$ cat src/common/ccr_pkg.sv
// constants for the charger configuration register bank
package ccr_pkg;
   // register offsets (low byte; the controller side prefixes the page byte)
   localparam logic [7:0] OFS_INPUT_LIMIT = 8'h90;
   localparam logic [7:0] OFS_CHARGE_CFG = 8'h91;
   localparam logic [7:0] OFS_TERM_CTL = 8'h92;
   localparam logic [7:0] OFS_LOCKOUT_REC = 8'h93;
   localparam logic [7:0] UC_PAGE = 8'hA0;
   // reset values
   localparam logic [7:0] RST_INPUT_LIMIT = 8'h80;
   localparam logic [7:0] RST_CHARGE_CFG = 8'h00;
   localparam logic [7:0] RST_TERM_CTL = 8'h04;
   localparam logic [7:0] RST_LOCKOUT_REC = 8'h78;
   // field positions
   localparam int LIM_CODE_LSB = 0;
   localparam int LIM_SRC_BIT = 7;
   localparam int CUR_CODE_LSB = 0;
   localparam int VOL_CODE_LSB = 4;
   localparam int TERM_METH_LSB = 0;
   localparam int TERM_TIMER_LSB = 2;
   localparam int TERMINATION_CURRENT_SELECT_BIT = 7;
   localparam int UVLO_BIT = 0;
   localparam int BATGD_LSB = 3;
   localparam int REC_CUR_LSB = 5;
   // timing: one minute at 50 MHz, and timer units of 2 and 10 minutes
   localparam int CLK_HZ = 50000000;
   localparam int SECONDS_PER_MINUTE = 60;
   localparam longint MINUTE_CYCLES = longint'(CLK_HZ) * SECONDS_PER_MINUTE;
   localparam int SHORT_UNIT_MIN = 2;
   localparam int LONG_UNIT_MIN = 10;
   // current and voltage figures in mA and mV
   localparam logic [11:0] MA_100 = 12'h064;
   localparam logic [11:0] MA_50 = 12'h032;
   localparam logic [11:0] MA_25 = 12'h019;
   localparam logic [11:0] MA_500 = 12'h1F4;
   localparam logic [11:0] MA_1000 = 12'h3E8;
   localparam logic [11:0] MA_1500 = 12'h5DC;
   localparam logic [11:0] MA_2000 = 12'h7D0;
   // voltage figures; the float and lockout levels need 13 bits (4.2 V is above 4095 mV)
   localparam logic [12:0] MV_4100 = 13'h1004;
   localparam logic [12:0] MV_4150 = 13'h1036;
   localparam logic [12:0] MV_4200 = 13'h1068;
   localparam logic [12:0] MV_3950 = 13'h0F6E;
   localparam logic [11:0] MV_2500 = 12'h9C4;
   localparam logic [11:0] MV_100 = 12'h064;
   // termination methods
   typedef enum logic [1:0] {
      TERM_TIMER_AT_ITERM = 2'b00,
      TERM_TIMER_AT_CV = 2'b01,
      TERM_AT_ITERM = 2'b10,
      TERM_EITHER = 2'b11
   } ccr_term_e;
endpackage

$ cat src/rtl/ccr_limit_decode.sv
// decode of the input current limit selection
`timescale 1ns/1ps
`default_nettype none
module ccr_limit_decode (
   // register fields
   input wire logic limitSourceSelect,
   input wire logic [2:0] inputLimitCode,
   // pin side
   input wire logic pinFunctionSelect,
   input wire logic sharedLimitPin,
   // result
   output logic [11:0] inputLimitMa,
   output logic inputLimitValid
);
   // source bit picks the pin path or the coded path
   always_comb begin
      inputLimitMa = 12'h000;
      inputLimitValid = 1'b0;
      if (!limitSourceSelect) begin
         // pin path only when the pin is set to this function
         inputLimitValid = pinFunctionSelect;
         if (pinFunctionSelect) begin
            inputLimitMa = sharedLimitPin ? ccr_pkg::MA_1500 : ccr_pkg::MA_500;
         end
      end else begin
         inputLimitValid = 1'b1;
         case (inputLimitCode)
            3'h0: inputLimitMa = ccr_pkg::MA_100;
            3'h1: inputLimitMa = ccr_pkg::MA_500;
            3'h2: inputLimitMa = ccr_pkg::MA_1000;
            3'h3: inputLimitMa = ccr_pkg::MA_1500;
            3'h4: inputLimitMa = ccr_pkg::MA_2000;
            default: inputLimitValid = 1'b0;
         endcase
      end
   end
endmodule // ccr_limit_decode
`default_nettype wire

$ cat src/rtl/ccr_term_ctrl.sv
// termination timer and end-of-charge decision
`timescale 1ns/1ps
`default_nettype none
module ccr_term_ctrl #(
   parameter longint MINUTE_CYCLES = ccr_pkg::MINUTE_CYCLES
) (
   // clock and reset
   input wire logic clk,
   input wire logic reset,
   // settings
   input wire logic [1:0] terminationMethod,
   input wire logic [4:0] termTimerCode,
   // charger conditions
   input wire logic charging,
   input wire logic cvMode,
   input wire logic atTermCurrent,
   // result
   output logic chargeDone,
   output logic timerRunning
);
   typedef struct packed {
      logic [39:0] minuteCount;
      logic [8:0] minutes;
      logic running;
      logic done;
   } ccr_term_s;
   ccr_term_s st;
   ccr_term_s next_st;
   logic [8:0] limitMinutes;
   logic startCond;
   logic expired;
   // timer length in minutes
   always_comb begin
      if (terminationMethod[0]) begin
         limitMinutes = 9'(termTimerCode) * 9'(ccr_pkg::LONG_UNIT_MIN);
      end else begin
         limitMinutes = 9'(termTimerCode) * 9'(ccr_pkg::SHORT_UNIT_MIN);
      end
   end
   // start condition: current reached for 00, CV entry for x1
   assign startCond = (terminationMethod == ccr_pkg::TERM_TIMER_AT_ITERM) ? atTermCurrent
                    : (terminationMethod[0] ? cvMode : 1'b0);
   assign expired = st.running && (st.minutes >= limitMinutes);
   // timer and done latch; done clears when charging stops
   always_comb begin
      next_st = st;
      if (!charging) begin
         next_st = '0;
      end else if (!st.done) begin
         if (st.running) begin
            if (st.minuteCount == 40'(MINUTE_CYCLES - 1)) begin
               next_st.minuteCount = '0;
               next_st.minutes = st.minutes + 9'h001;
            end else begin
               next_st.minuteCount = st.minuteCount + 40'h1;
            end
         end else if (startCond) begin
            next_st.running = 1'b1;
         end
         case (terminationMethod)
            ccr_pkg::TERM_TIMER_AT_ITERM: next_st.done = expired;
            ccr_pkg::TERM_TIMER_AT_CV: next_st.done = expired;
            ccr_pkg::TERM_AT_ITERM: next_st.done = atTermCurrent;
            ccr_pkg::TERM_EITHER: next_st.done = expired || atTermCurrent;
            default: next_st.done = 1'b0;
         endcase
      end
   end
   // state register
   always_ff @(posedge clk) begin
      if (reset) begin
         st <= '0;
      end else begin
         st <= next_st;
      end
   end
   assign chargeDone = st.done;
   assign timerRunning = st.running;
endmodule // ccr_term_ctrl
`default_nettype wire

$ cat src/rtl/ccr_config_bank.sv
// charger configuration register bank with decoded charger settings
//
// Behaviour
// - registers are 8 bits, whole-byte writes
// - answer at page-0 offset and 0xA0 address
// - pin source: low 500mA, high 1500mA
// - coded limit 100 to 2000mA, rest invalid
// - charge current code times 100mA, min 100
// - float voltage 4.10, 4.15, 4.20 V
// - method 00: timer starts at termination current
// - method 01: timer starts at CV entry
// - method 10: end at termination current
// - method 11: timer or current, first wins
// - method 00: timer code times 2 minutes
// - method x1: timer code times 10 minutes
// - termination current 100mA or 50mA
// - lockout threshold 3.95 V or 4.15 V
// - below battery-good threshold use recovery current
// - battery-good threshold 2.50 to 2.80 V
// - recovery current 25 to 175 mA
`timescale 1ns/1ps
`default_nettype none
module ccr_config_bank #(
   parameter longint MINUTE_CYCLES = ccr_pkg::MINUTE_CYCLES
) (
   // clock and reset
   input wire logic clk,
   input wire logic reset,
   // serial host register port, page 0
   input wire logic hostWrite,
   input wire logic hostRead,
   input wire logic [7:0] hostAddr,
   input wire logic [7:0] hostWdata,
   output logic [7:0] hostRdata,
   output logic hostHit,
   // controller register port
   input wire logic ucWrite,
   input wire logic ucRead,
   input wire logic [15:0] ucAddr,
   input wire logic [7:0] ucWdata,
   output logic [7:0] ucRdata,
   output logic ucHit,
   // pins and charger conditions
   input wire logic pinFunctionSelect,
   input wire logic sharedLimitPin,
   input wire logic batteryBelowGood,
   input wire logic charging,
   input wire logic cvMode,
   input wire logic atTermCurrent,
   // decoded settings
   output logic [11:0] inputLimitMa,
   output logic inputLimitValid,
   output logic [11:0] chargeCurrentMa,
   output logic [12:0] floatVoltageMv,
   output logic floatVoltageValid,
   output logic [11:0] termCurrentMa,
   output logic [12:0] lockoutMv,
   output logic [11:0] batteryGoodMv,
   output logic recoveryMode,
   output logic [7:0] recoveryCurrentMa,
   output logic chargeDone,
   output logic termTimerRunning
);
   // all register state in one struct
   typedef struct packed {
      logic [7:0] inputLimitConfig;
      logic [7:0] chargeCurrentVoltageConfig;
      logic [7:0] chargeTerminationControl;
      logic [7:0] lockoutRecoverySettings;
      logic [7:0] hostRdata;
      logic [7:0] ucRdata;
   } ccr_bank_s;
   ccr_bank_s st;
   ccr_bank_s next_st;
   // index of the register an offset names, 3'h4 when unmapped
   function automatic logic [2:0] regIndex(input logic [7:0] ofs);
      case (ofs)
         ccr_pkg::OFS_INPUT_LIMIT: regIndex = 3'h0;
         ccr_pkg::OFS_CHARGE_CFG: regIndex = 3'h1;
         ccr_pkg::OFS_TERM_CTL: regIndex = 3'h2;
         ccr_pkg::OFS_LOCKOUT_REC: regIndex = 3'h3;
         default: regIndex = 3'h4;
      endcase
   endfunction
   logic [2:0] hostIdx;
   logic [2:0] ucIdx;
   logic ucPageOk;
   logic [7:0] regs [4];
   assign hostIdx = regIndex(hostAddr);
   assign ucPageOk = (ucAddr[15:8] == ccr_pkg::UC_PAGE);
   assign ucIdx = ucPageOk ? regIndex(ucAddr[7:0]) : 3'h4;
   assign hostHit = !hostIdx[2];
   assign ucHit = !ucIdx[2];
   assign regs[0] = st.inputLimitConfig;
   assign regs[1] = st.chargeCurrentVoltageConfig;
   assign regs[2] = st.chargeTerminationControl;
   assign regs[3] = st.lockoutRecoverySettings;
   // register writes take a whole byte; host wins a same-cycle collision
   always_comb begin
      next_st = st;
      if (ucWrite && ucHit) begin
         case (ucIdx[1:0])
            2'h0: next_st.inputLimitConfig = ucWdata;
            2'h1: next_st.chargeCurrentVoltageConfig = ucWdata;
            2'h2: next_st.chargeTerminationControl = ucWdata;
            default: next_st.lockoutRecoverySettings = ucWdata;
         endcase
      end
      if (hostWrite && hostHit) begin
         case (hostIdx[1:0])
            2'h0: next_st.inputLimitConfig = hostWdata;
            2'h1: next_st.chargeCurrentVoltageConfig = hostWdata;
            2'h2: next_st.chargeTerminationControl = hostWdata;
            default: next_st.lockoutRecoverySettings = hostWdata;
         endcase
      end
      // reads are registered; unmapped reads return zero
      if (hostRead) begin
         next_st.hostRdata = hostHit ? regs[hostIdx[1:0]] : 8'h00;
      end
      if (ucRead) begin
         next_st.ucRdata = ucHit ? regs[ucIdx[1:0]] : 8'h00;
      end
   end
   // state register with documented defaults
   always_ff @(posedge clk) begin
      if (reset) begin
         st.inputLimitConfig <= ccr_pkg::RST_INPUT_LIMIT;
         st.chargeCurrentVoltageConfig <= ccr_pkg::RST_CHARGE_CFG;
         st.chargeTerminationControl <= ccr_pkg::RST_TERM_CTL;
         st.lockoutRecoverySettings <= ccr_pkg::RST_LOCKOUT_REC;
         st.hostRdata <= 8'h00;
         st.ucRdata <= 8'h00;
      end else begin
         st <= next_st;
      end
   end
   assign hostRdata = st.hostRdata;
   assign ucRdata = st.ucRdata;
   // field extraction
   logic [3:0] chargeCurrentCode;
   logic [1:0] floatVoltageCode;
   logic [1:0] terminationMethod;
   logic [4:0] termTimerCode;
   logic [1:0] batteryGoodThreshold;
   logic [2:0] recoveryCurrentCode;
   assign chargeCurrentCode = st.chargeCurrentVoltageConfig[ccr_pkg::CUR_CODE_LSB +: 4];
   assign floatVoltageCode = st.chargeCurrentVoltageConfig[ccr_pkg::VOL_CODE_LSB +: 2];
   assign terminationMethod = st.chargeTerminationControl[ccr_pkg::TERM_METH_LSB +: 2];
   assign termTimerCode = st.chargeTerminationControl[ccr_pkg::TERM_TIMER_LSB +: 5];
   assign batteryGoodThreshold = st.lockoutRecoverySettings[ccr_pkg::BATGD_LSB +: 2];
   assign recoveryCurrentCode = st.lockoutRecoverySettings[ccr_pkg::REC_CUR_LSB +: 3];
   // input limit decode
   ccr_limit_decode uLimit (
      .limitSourceSelect(st.inputLimitConfig[ccr_pkg::LIM_SRC_BIT]),
      .inputLimitCode(st.inputLimitConfig[ccr_pkg::LIM_CODE_LSB +: 3]),
      .pinFunctionSelect(pinFunctionSelect),
      .sharedLimitPin(sharedLimitPin),
      .inputLimitMa(inputLimitMa),
      .inputLimitValid(inputLimitValid)
   );
   // termination timer
   ccr_term_ctrl #(.MINUTE_CYCLES(MINUTE_CYCLES)) uTerm (
      .clk(clk),
      .reset(reset),
      .terminationMethod(terminationMethod),
      .termTimerCode(termTimerCode),
      .charging(charging),
      .cvMode(cvMode),
      .atTermCurrent(atTermCurrent),
      .chargeDone(chargeDone),
      .timerRunning(termTimerRunning)
   );
   // analog settings decoded from the stored fields
   always_comb begin
      // codes 0 and 1 both mean one step
      if (chargeCurrentCode < 4'h2) begin
         chargeCurrentMa = ccr_pkg::MA_100;
      end else begin
         chargeCurrentMa = 12'(chargeCurrentCode) * ccr_pkg::MA_100;
      end
      // code 3 is undefined; flagged, not guessed
      floatVoltageValid = 1'b1;
      case (floatVoltageCode)
         2'h0: floatVoltageMv = ccr_pkg::MV_4100;
         2'h1: floatVoltageMv = ccr_pkg::MV_4150;
         2'h2: floatVoltageMv = ccr_pkg::MV_4200;
         default: begin
            floatVoltageMv = 13'h0000;
            floatVoltageValid = 1'b0;
         end
      endcase
      termCurrentMa = st.chargeTerminationControl[ccr_pkg::TERMINATION_CURRENT_SELECT_BIT]
                    ? ccr_pkg::MA_100 : ccr_pkg::MA_50;
      lockoutMv = st.lockoutRecoverySettings[ccr_pkg::UVLO_BIT] ? ccr_pkg::MV_3950
                : ccr_pkg::MV_4150;
      // 100 mV per step from 2.50 V
      batteryGoodMv = ccr_pkg::MV_2500 + ccr_pkg::MV_100 * 12'(batteryGoodThreshold);
      // 25 mA per step, code 0 same as 1
      if (recoveryCurrentCode == 3'h0) begin
         recoveryCurrentMa = 8'(ccr_pkg::MA_25);
      end else begin
         recoveryCurrentMa = 8'(ccr_pkg::MA_25) * 8'(recoveryCurrentCode);
      end
   end
   // low battery is charged at recovery current instead of CC
   assign recoveryMode = batteryBelowGood;
endmodule // ccr_config_bank
`default_nettype wire

$ cat config.mk
export PLATFORM = sky130hd
export DESIGN_NAME = ccr_config_bank
export DESIGN_NICKNAME = d
export VERILOG_FILES = /design/src/common/ccr_pkg.sv /design/src/rtl/ccr_limit_decode.sv /design/src/rtl/ccr_term_ctrl.sv /design/src/rtl/ccr_config_bank.sv
export SDC_FILE = /design/constraint.sdc
export NUM_CORES = 1
export LEC_CHECK = 0
export ABC_AREA = 1
export BUFFER_PORTS_ARGS = -buffer_cell sky130_fd_sc_hd__buf_2
export CAP_MARGIN = 20
export CELL_PAD_IN_SITES_DETAIL_PLACEMENT = 1
export CELL_PAD_IN_SITES_GLOBAL_PLACEMENT = 1
export CORE_ASPECT_RATIO = 1.5
export CORE_MARGIN = 5
export CORE_UTILIZATION = 39
export DETAILED_ROUTE_END_ITERATION = 12
export GPL_TIMING_DRIVEN = 1
export PLACE_DENSITY = 0.84
export RECOVER_POWER = 100
export SYNTH_ARGS = -nofsm -noshare
export SYNTH_HDL_FRONTEND = slang
export SYNTH_SLANG_ARGS = --single-unit
$ cat constraint.sdc
create_clock -name clk -period 3.1 [get_ports clk]
set_clock_uncertainty 0.1 [all_clocks]
set_input_delay 0.62 -clock clk [delete_from_list [all_inputs] [get_ports clk]]
set_output_delay 0.62 -clock clk [all_outputs]
set_load 0.005 [all_outputs]
==> results of run 1 <==
## worst paths after layout
check                             startpoint                           to  slack, ps  cells past startpoint
max          chargeCurrentCode[2]$_SDFF_PP0_          chargeCurrentMa[10]        180                      9
min                  ucRdata[3]$_SDFFE_PP0P_      ucRdata[3]$_SDFFE_PP0P_        360                      2
max reg2reg              regs[14]$_SDFF_PP0_  uTerm.chargeDone$_SDFF_PP0_        390                     14
min reg2reg          ucRdata[3]$_SDFFE_PP0P_      ucRdata[3]$_SDFFE_PP0P_        360                      2
## repair_timing
item	CTS	global route
setup buffers	0	0
hold buffers	0	0
gates resized for setup	0	2
endpoints found under the setup margin	0	1
## cells in the mapped netlist, types with 3 or more instances
cell      count  area, sq um
nand2_1     207          777
inv_1       201          754
nor2_1      163          612
dfxtp_1      99         1980
o21ai_0      65          325
nand3_1      57          285
a21oi_1      50          250
buf_4        47          353
ha_1         42          526
nand4_1      28          175
nor3_1       23          115
xor2_1       12          105
clkbuf_1     10         37.5
o211ai_1     10         75.1
o21ai_1      10         50.1
o311ai_0      8         70.1
nor2_4        7         78.8
o22ai_1       7         43.8
buf_2         6         30.0
buf_6         5         56.3
nand2_2       5         31.3
nand3_2       5         50.1
nor2_2        5         31.3
inv_2         3         11.3
nor3b_1       3         22.5
or2_2         3         18.8
xnor2_1       3         26.3
## cell families (layout without fill, tap and decap cells)
kind of cell	count (synthesis)	in the layout	synth area share
AOI/OAI and AO/OA	159	159	0.124
buffers and inverters	273	355	0.174
xor gates and xnor gates	15	15	0.0183
adders and majority gates	44	44	0.0789
other	2	29	0.00105
DFF	99	99	0.276
and+or+nand+nor	515	515	0.324
muxes	2	2	0.00279
## registers in the layout, indices dropped and copies added, names as in the netlist, 2 cells and up
signal and cells:
hostRdata 8, ucRdata 8, chargeCurrentCode 4, uTerm.st 49, regs 21, recoveryCurrentCode 3, batteryGoodThreshold 2, floatVoltageCode 2
## per-stage QoR
| stage | total power (uW) | setup WS (ps) | hold slack (ps) | area [sq um] | instances |
|---|---|---|---|---|---|
| floorplan | 1420 | 746 | 360 | 7270 | 1136 |
| global placement | 1480 | 564 | 351 | 7760 | 1419 |
| detailed placement | 1480 | 383 | 356 | 7760 | 1419 |
| CTS | 2800 | 112 | 365 | 8100 | 1435 |
| global route | 2870 | 32.7 | 384 | 7950 | 1435 |
| finish | 2780 | 181 | 361 | 7950 | 1435 |
## worst max-delay path, cell delays in order, from the launching register on
cell and delay [ps]:
dfxtp_2 370, inv_1 120, ha_1 310, ha_1 200, ha_1 270, inv_1 60
o21bai_1 170, o21ai_0 90, a21oi_1 130, clkbuf_2 130
## where the power goes
| group | leakage, uW | internal (uW) | switching (uW) |
|---|---|---|---|
| sequential | 0.000799 | 1270 | 2.89 |
| clock | 0.000163 | 812 | 516 |
| combinational | 0.00285 | 49.0 | 126 |
## metal layers
metal,up-vias,track usage
met1,3459,0.227
met5,-,0
met2,192,0.419
li1,3643,-
met4,0,0.127
met3,64,0.0330
## layout make-up
class,instances,area (sq um)
fill,2524,10100
multi-input combinational,764,3970
sequential,99,1980
inverter,205,769
timing repair buffer,134,614
tap,217,272
clock buffer,12,246
clock inverter,4,97.6
==> metrics.md, run 1 <==
| Metric | Value |
|---|---|
| Die H | `176 um` |
| Fin. Hold Viols | `0` |
| Crit path DAT | `roughly 2200 ps` |
| ANT cells | `0` |
| Most common cell after layout, fill and taps aside | `nand2_1` |
| Buffers on Ports | `approximately 130` |
| Unrepaired setup endpoints after global routing | `false` |
| Pwr Density | `~350 nW/um^2` |
| YS warnings | `0` |
| Vias/cell | `5.13` |
| Crit path time final | `roughly 2900 ps` |
| Die area | `around 21,000 sq um` |
| Max H-tree Level | `3` |
| TritonCTS clock tree | `done` |
| Grt ovf | `0` |
| Ys flop type | `dfxtp_1` |
| Via count | `7,358` |
| Iteration-0 DRC Markers | `356` |
| Leak pwr | `about 0.0038 uW` |
| Final setup viols | `0` |
| Dpl hpwl | `19,300 um` |
| FMAX | `343 MHz` |
| Max Used Layer | `met4` |
| Final WL | `approximately 24,000 um` |
| Critical path fanouts, max | `5` |
| Mapped cell area | `7170 sq um` |
| Vias in the first global route | `7,546` |
| Post-synthesis cell type count | `45` |
| Initial antenna violation count | `0` |
| Commonest cells after routing, fill and taps aside | `nand2_1 (208), inv_1 (203), nor2_1 (169)` |
| Nets | `1,309` |
| Rows | `60` |
| Share of cells above drive strength 1 | `0.0985` |
| Syn Area/Cell | `6.47 sq um` |
| Drt drc | `0` |
| Period utilisation layout | `0.942` |
| Asr flop ratio synth | `0` |
| Crit path required time | `2380 ps` |
| Setup TNS | `0 ps` |
| Crit path capture type | `primary output` |
| Hold Crit Class | `register to register` |
| Register area share after synthesis | `0.276` |
| Worst VDD drop | `0.196 mV` |
| Critical path class | `register to primary output` |
| Yosys reg bits | `99` |
| Metal2 WL | `~13,000 um` |
| Tot GR Track Use | `0.221` |
| CTS buffer count | `9` |
| Clock latency on the worst-skew pair | `360 ps` |
| Met3 WL | `between 900 and 1000 um` |
| P&R area growth vs syn | `10.9%` |
| Chip Width | `121 um` |
| Clock-pin slew on the worst setup and hold paths | `70 ps` |
| Largest net degree at the start of global routing | `28` |
| Initial core utilization | `0.398` |
| First-pass GRT wire length | `37,600 um` |
| Status | `complete, no violations` |
| Worst rel slew slack | `0.301` |
| WL/cell | `16.4 um` |
| DR pass1 iterations | `7` |
| Clock Path Buffers | `2` |
| Core box area | `18,000 sq um` |
| MaxCap Viol Count | `0` |
| Sink Count | `just under 100` |
| Fin. max-slew vios | `0` |
| Post-synth EDFFs | `0` |
| Met1 Wirelength | `8680 um` |
| Startpoint types | `register` |
| Mapped Cells | `about 1.1k` |
| RD Place Congestion | `just under 1` |
| I/O pins | `157` |
| Post-Route Utilization | `0.441` |
| Slew @ Worst Pin | `1040 ps` |
| Remaining antenna violation count | `0` |
| CTS Root Cell | `clkbuf_16` |
No activity file was read; power rests on OpenSTA's default activity.
==> inputs of run 2 (changes only) <==
--- a/config.mk
+++ b/config.mk
@@ -15,7 +15,7 @@
 export CORE_UTILIZATION = 39
 export DETAILED_ROUTE_END_ITERATION = 12
 export GPL_TIMING_DRIVEN = 1
-export PLACE_DENSITY = 0.84
+export PLACE_DENSITY = 0.86
 export RECOVER_POWER = 100
 export SYNTH_ARGS = -nofsm -noshare
 export SYNTH_HDL_FRONTEND = slang
==> run 2 against run 1 <==
Against the previous run:
- register-to-register slack better by 110 ps
- final area decreased by 0.87%
- die area is the same
- clock-buffer cell count is 2 higher
- clock power fell by 18%
- fmax is 0.66% higher
- sequential power hardly changed
- sequential cell count is the same
- global-route usage is 0.36 points higher
==> metrics.md, run 2 (same netlist as run 1, synthesis figures left out) <==
| Metric | Value |
|---|---|
| Status | `complete, no violations` |
| Dpl hpwl | `19,400 um (+0.71%)` |
| Worst VDD drop | `0.196 mV (about the same)` |
| Period utilisation layout | `0.935 (-0.00621)` |
| Grt ovf | `0 (unchanged)` |
| M1 GR Usage | `0.221 (-0.00643)` |
| RD Place Congestion | `0.962 (-0.10%)` |
| Max H-tree Level | `3 (unchanged)` |
| Postcts setup bufs | `0 (unchanged)` |
| Clock-pin slew on the worst setup and hold paths | `70 ps (about the same)` |
| Drt drc | `0 (unchanged)` |
| Gate power share | `0.069 (+0.006)` |
| Critical-path top delay cell | `dfxtp_2` |
| Critical path class | `register to primary output` |
| Clock latency on the worst-skew pair | `360 ps (about the same)` |
| MaxCap Viol Count | `0 (unchanged)` |
| Final setup viols | `0 (unchanged)` |
| Min-Delay Path Depth | `2 (unchanged)` |
| Internal | `1910 uW (-10%)` |
| CTS buffer count | `9 (unchanged)` |
| P&R area growth vs syn | `9.95%` |
| Worst-path cell chain | `inv_1 -> ha_1 -> ha_1 -> ha_1 -> inv_1 -> o21bai_1 -> o21ai_0 -> a21oi_1 -> clkbuf_1` |
| Unrepaired setup endpoints after global routing | `false` |
| Critical path fanouts, max | `5 (unchanged)` |
| # resized after CTS | `0 (unchanged)` |
| Fin. max-slew vios | `0 (unchanged)` |
| Post-Route Utilization | `0.438 (-0.00382)` |
| Hold Crit Class | `register to register` |
| Remaining antenna violation count | `0 (unchanged)` |
| Sink Count | `99 (unchanged)` |
| Worst rel slew slack | `0.422 (+0.121)` |
| Buffers on Ports | `125 (unchanged)` |
| WL/cell | `16.5 um (+0.26%)` |
| Met2 GRT Util | `0.433 (+0.0140)` |
| Busiest grt layer | `met2` |
| Most common cell after layout, fill and taps aside | `nand2_1` |
| Fin. Hold Viols | `0 (unchanged)` |
| Clock Path Buffers | `2 (unchanged)` |
| Delay of the slowest critical-path stage | `370 ps (about the same)` |
| FMAX | `345 MHz (+0.66%)` |
| DR pass1 iterations | `4 (-3)` |
| Crit path capture type | `primary output` |
| TritonCTS clock tree | `done` |
| Most flop-heavy register | `uTerm.st` |
| Vias/cell | `5.12 (about the same)` |
| Hold Path End | `hostRdata[1]$_SDFFE_PP0P_` |
| Leak pwr | `0.00380 uW (-0.23%)` |
| Die area | `21,300 sq um (unchanged)` |
| Cell mode on critical path | `ha_1` |
| Die H | `176 um (unchanged)` |
| Routing usage on met3 | `0.0279 (-0.00513)` |
| Iteration-0 DRC Markers | `300 (-16%)` |
| Share of cells above drive strength 1 | `0.0992 (+0.000658)` |
| Sw Pwr | `631 uW (-2.1%)` |
| Core box area | `18,000 sq um (unchanged)` |
| Clock power frac | `0.429 (-0.049)` |
| Initial antenna violation count | `0 (unchanged)` |
| FF-to-FF path depth | `9 (-5)` |
| Vias in the first global route | `7,747 (+2.7%)` |
| Crit path required time | `2380 ps (about the same)` |
| Hold_ws | `366 ps (+5.65 ps)` |
| Startpoint types | `register` |
| Post-CTS Hold Fix Bufs | `0 (unchanged)` |
| Largest net degree at the start of global routing | `28 (unchanged)` |
| Largest register FFs | `49 (unchanged)` |
| Chip Width | `121 um (unchanged)` |
| Final WL | `23,700 um (+0.40%)` |
| Sw Ratio | `0.248 (+0.0163)` |
| I/O pins | `157 (unchanged)` |
| First-pass GRT wire length | `38,000 um (+1.1%)` |
| Crit Reg-Reg Startpoint | `uTerm.timerRunning$_SDFFE_PP0N_` |
| RR Endpoint | `uTerm.st[48]$_SDFFE_PP0P_` |
| Nets | `1,311 (+0.15%)` |
| Initial core utilization | `0.398 (unchanged)` |
| Crit path DAT | `2180 ps (-20 ps)` |
| Setup TNS | `0 ps (unchanged)` |
| Tot GR Track Use | `0.225 (+0.00356)` |
| Via count | `7,364 (+0.082%)` |
| CTS Root Cell | `clkbuf_16` |
| Commonest cells after routing, fill and taps aside | `nand2_1 (207), inv_1 (204), nor2_1 (170)` |
| Crit path time final | `2900 ps (-19.3 ps)` |
| Hold_sp | `hostRdata[1]$_SDFFE_PP0P_` |
| Slew @ Worst Pin | `863 ps (-181 ps)` |
| DP Worst Slack | `513 ps (+130 ps)` |
| ANT cells | `0 (unchanged)` |
| Final setup margin | `200 ps (+19.3 ps)` |
| Pwr Density | `322 nW/um^2 (-7.7%)` |
| Number of fill cells in the layout | `2,531 (+0.28%)` |
| Reg2reg setup slack | `500 ps (+110 ps)` |
| Flop pwr share | `0.502 (+0.043)` |
| Rows | `60 (unchanged)` |
[run 2: worst max path at each step]
stage | from | endpoint
floorplan | regs[13]$_SDFF_PP0_ | uTerm.chargeDone$_SDFF_PP0_
global placement | chargeCurrentCode[2]$_SDFF_PP0_ | chargeCurrentMa[10]
detailed placement | regs[14]$_SDFF_PP0_ | uTerm.chargeDone$_SDFF_PP0_
CTS | chargeCurrentCode[2]$_SDFF_PP0_ | chargeCurrentMa[10]
global route | chargeCurrentCode[2]$_SDFF_PP0_ | chargeCurrentMa[10]
finish | chargeCurrentCode[2]$_SDFF_PP0_ | chargeCurrentMa[10]
[run 2: layout make-up]
| cell class | instances | area, sq um | share of cell area |
|---|---|---|---|
| multi-input cells | 764 | 3950 | 0.501 |
| flip-flops and latches | 99 | 1980 | 0.252 |
| inverters | 205 | 769 | 0.0976 |
| repair buffers | 136 | 632 | 0.0801 |
| well taps | 217 | 272 | 0.0344 |
| clock buffers | 14 | 264 | 0.0335 |
| clock inverters | 2 | 10.0 | 0.00127 |
[run 2: critical path: cells and delay by family (launching register included)]
| family | cells | cell delay (ps) |
|---|---|---|
| buffers and inverters | 3 | 280 |
| flip-flops | 1 | 370 |
| adder cells (fa/ha/maj) | 3 | 800 |
| AO/OA/AOI/OAI | 3 | 370 |
[run 2: routing by layer]
layer,routed length (um),vias to the layer above
li1,-,3645
met1,8580,3483
met2,13000,171
met3,847,65
met4,1270,0
met5,0,-
[run 2: power by group through the flow]
| stage | logic, uW | clock network [uW] | registers (uW) |
|---|---|---|---|
| floorplan | 118 | 0 | 1310 |
| finish | 174 | 1090 | 1280 |
| global placement | 174 | 0 | 1310 |
| global route | 193 | 1180 | 1280 |
| CTS | 179 | 1110 | 1280 |
| detailed placement | 178 | 0 | 1310 |
[run 2: stage by stage]
step / instances / instance area [sq um] / total power, uW
after floorplan: 1136 / 7270 / 1420
after global placement: 1421 / 7770 / 1480
after detailed placement: 1421 / 7770 / 1480
after CTS: 1437 / 8050 / 2560
after global routing: 1437 / 7880 / 2650
final: 1437 / 7880 / 2540
==> inputs of run 3 (changes only) <==
--- a/config.mk
+++ b/config.mk
@@ -6,6 +6,7 @@
 export NUM_CORES = 1
 export LEC_CHECK = 0
 export ABC_AREA = 1
+export ABC_CLOCK_PERIOD_IN_PS = 3100
 export BUFFER_PORTS_ARGS = -buffer_cell sky130_fd_sc_hd__buf_2
 export CAP_MARGIN = 20
 export CELL_PAD_IN_SITES_DETAIL_PLACEMENT = 1
@@ -15,7 +16,7 @@
 export CORE_UTILIZATION = 39
 export DETAILED_ROUTE_END_ITERATION = 12
 export GPL_TIMING_DRIVEN = 1
-export PLACE_DENSITY = 0.86
+export PLACE_DENSITY = 0.88
 export RECOVER_POWER = 100
 export SYNTH_ARGS = -nofsm -noshare
 export SYNTH_HDL_FRONTEND = slang
==> run 3 against run 2 <==
Against the previous run:
- critical path depth unchanged
- sequential share of layout area shrank 0.15 points
- die area unchanged
- first-iteration DRC count is 28% higher
- critical path type unchanged
- critical endpoint unchanged
- largest power group unchanged
==> metrics.md, run 3 (same netlist as run 1, synthesis figures left out) <==
| Metric | Value |
|---|---|
| Worst rel slew slack | `0.531 (+0.109)` |
| Crit path required time | `2380 ps (about the same)` |
| ANT cells | `0 (unchanged)` |
| Drt drc | `0 (unchanged)` |
| CTS Root Cell | `clkbuf_16` |
| Hold_sp | `ucRdata[1]$_SDFFE_PP0P_` |
| FMAX | `341 MHz (-1.0%)` |
| Tot GR Track Use | `0.230 (+0.00545)` |
| Vias in the first global route | `7,793 (+0.59%)` |
| Number of fill cells in the layout | `2,532 (+0.040%)` |
| Remaining antenna violation count | `0 (unchanged)` |
| Status | `complete, no violations` |
| Critical path fanouts, max | `6 (+1)` |
| Reg2reg setup slack | `320 ps (-180 ps)` |
| Rows | `60 (unchanged)` |
| Crit Reg-Reg Startpoint | `uTerm.timerRunning$_SDFFE_PP0N_` |
| Pwr Density | `322 nW/um^2 (-0.12%)` |
| Fin. max-slew vios | `0 (unchanged)` |
| Setup TNS | `0 ps (unchanged)` |
| Nets | `1,311 (unchanged)` |
| Clock Path Buffers | `2 (unchanged)` |
| Share of cells above drive strength 1 | `0.105 (+0.00574)` |
| Flop pwr share | `0.500 (-0.002)` |
| Buffers on Ports | `125 (unchanged)` |
| Period utilisation layout | `0.945 (+0.00965)` |
| Chip Width | `121 um (unchanged)` |
| Largest register FFs | `49 (unchanged)` |
| Sw Ratio | `0.252 (+0.00335)` |
| I/O pins | `157 (unchanged)` |
| Dpl hpwl | `19,500 um (+0.46%)` |
| Delay of the slowest critical-path stage | `390 ps (+20 ps)` |
| Fin. Hold Viols | `0 (unchanged)` |
| Max H-tree Level | `3 (unchanged)` |
| Worst-path cell chain | `inv_1 -> ha_1 -> ha_1 -> ha_1 -> inv_1 -> o21bai_1 -> o21ai_0 -> a21oi_1 -> clkbuf_1` |
| Vias/cell | `5.23 (+2.0%)` |
| RD Place Congestion | `0.982 (+2.1%)` |
| Grt ovf | `0 (unchanged)` |
| Final Power | `2550 uW (+0.46%)` |
| Final setup viols | `0 (unchanged)` |
| Clock-pin slew on the worst setup and hold paths | `70 ps (about the same)` |
| Hold Path End | `ucRdata[1]$_SDFFE_PP0P_` |
| Cell mode on critical path | `ha_1` |
| WL/cell | `16.9 um (+2.3%)` |
| MaxCap Viol Count | `0 (unchanged)` |
| Largest net degree at the start of global routing | `28 (unchanged)` |
| Crit path time final | `2930 ps (+29.9 ps)` |
| Slew @ Worst Pin | `703 ps (-160 ps)` |
| Initial core utilization | `0.398 (unchanged)` |
| Crit path capture type | `primary output` |
| Via count | `7,510 (+2.0%)` |
| First-pass GRT wire length | `39,200 um (+3.1%)` |
| Post-CTS Hold Fix Bufs | `0 (unchanged)` |
| Clock power frac | `0.429 (about the same)` |
| Die area | `21,300 sq um (unchanged)` |
| Commonest cells after routing, fill and taps aside | `nand2_1 (208), inv_1 (201), nor2_1 (169)` |
| Hold Crit Class | `register to register` |
| Most common cell after layout, fill and taps aside | `nand2_1` |
| P&R area growth vs syn | `10.6%` |
| Internal | `1910 uW (about the same)` |
| Worst VDD drop | `0.205 mV (+4.9%)` |
| Sink Count | `99 (unchanged)` |
| Critical-path top delay cell | `dfxtp_2` |
| Gate power share | `0.071 (+0.002)` |
| Min-Delay Path Depth | `2 (unchanged)` |
| FF-to-FF path depth | `12 (+3)` |
| Die H | `176 um (unchanged)` |
| RR Endpoint | `uTerm.st[33]$_SDFFE_PP0P_` |
| CTS buffer count | `9 (unchanged)` |
| DR pass1 iterations | `5 (+1)` |
| Clock latency on the worst-skew pair | `360 ps (about the same)` |
| Iteration-0 DRC Markers | `383 (+28%)` |
| Initial antenna violation count | `0 (unchanged)` |
| Startpoint types | `register` |
| Unrepaired setup endpoints after global routing | `false` |
| TritonCTS clock tree | `done` |
| Most flop-heavy register | `uTerm.st` |
| Critical path class | `register to primary output` |
| Crit path DAT | `2210 ps (+30 ps)` |
| Leak pwr | `0.00381 uW (+0.11%)` |
| Core box area | `18,000 sq um (unchanged)` |
| Sw Pwr | `642 uW (+1.8%)` |
| Final WL | `24,200 um (+2.3%)` |
-- run 3: power by group through the flow --
stage | Sequential [uW] | Combinational [uW] | Clock, uW
6_report | 1280 | 181 | 1100
5_1_grt | 1280 | 201 | 1170
4_1_cts | 1280 | 183 | 1120
3_5_place_dp | 1310 | 182 | 0
3_3_place_gp | 1310 | 179 | 0
2_1_floorplan | 1310 | 118 | 0
-- run 3: area by class of cell --
class | instances | area (sq um) | share of cell area
tap | 217 | 272 | 0.0342
multi-input combinational | 764 | 3990 | 0.503
timing repair buffer | 136 | 633 | 0.0798
sequential | 99 | 1980 | 0.250
inverter | 205 | 769 | 0.0970
clock inverter | 4 | 25.0 | 0.00316
clock buffer | 12 | 256 | 0.0323
-- run 3: worst max-delay path by stage --
stage | from | end | cells past startpoint | slack (ps)
after detailed placement | chargeCurrentCode[2]$_SDFF_PP0_ | chargeCurrentMa[10] | 9 | 430
final | chargeCurrentCode[3]$_SDFF_PP0_ | chargeCurrentMa[10] | 9 | 170
after global routing | chargeCurrentCode[3]$_SDFF_PP0_ | chargeCurrentMa[10] | 9 | 20
after CTS | chargeCurrentCode[2]$_SDFF_PP0_ | chargeCurrentMa[10] | 9 | 30
after global placement | chargeCurrentCode[2]$_SDFF_PP0_ | chargeCurrentMa[10] | 9 | 550
after floorplan | regs[13]$_SDFF_PP0_ | uTerm.chargeDone$_SDFF_PP0_ | 12 | 750
-- run 3: stage by stage --
step,hold WS [ps],cells,utilization,setup WS [ps],cell area [sq um]
after CTS,367,1437,0.447,28.7,8060
after global routing,390,1437,0.440,17.2,7930
after detailed placement,356,1421,0.432,427,7770
after global placement,352,1421,0.432,548,7770
after floorplan,360,1136,-,746,7270
final,364,1437,0.440,171,7930
-- run 3: critical path: cells and delay by family (launching register included) --
| kind | cells | cell delay (ps) |
|---|---|---|
| fa+ha+maj | 3 | 780 |
| compound gates | 3 | 410 |
| flops | 1 | 390 |
| buf+inv | 3 | 280 |
-- run 3: repair_timing --
| action | in CTS | in global routing |
|---|---|---|
| endpoints found under the hold margin | 0 | 0 |
| setup endpoints to repair | 0 | 1 |
| resized for setup | 0 | 3 |
| buffers inserted | 0 | 0 |
-- run 3: metal layers --
| layer | vias to the layer above | part of all wire | track usage | routed length, um |
|---|---|---|---|---|
| met3 | 99 | 0.041 | 0.0266 | 995 |
| li1 | 3653 | - | - | - |
| met2 | 239 | 0.53 | 0.433 | 12900 |
| met1 | 3519 | 0.36 | 0.229 | 8600 |
| met4 | 0 | 0.070 | 0.168 | 1710 |
| met5 | - | 0 | 0 | 0 |
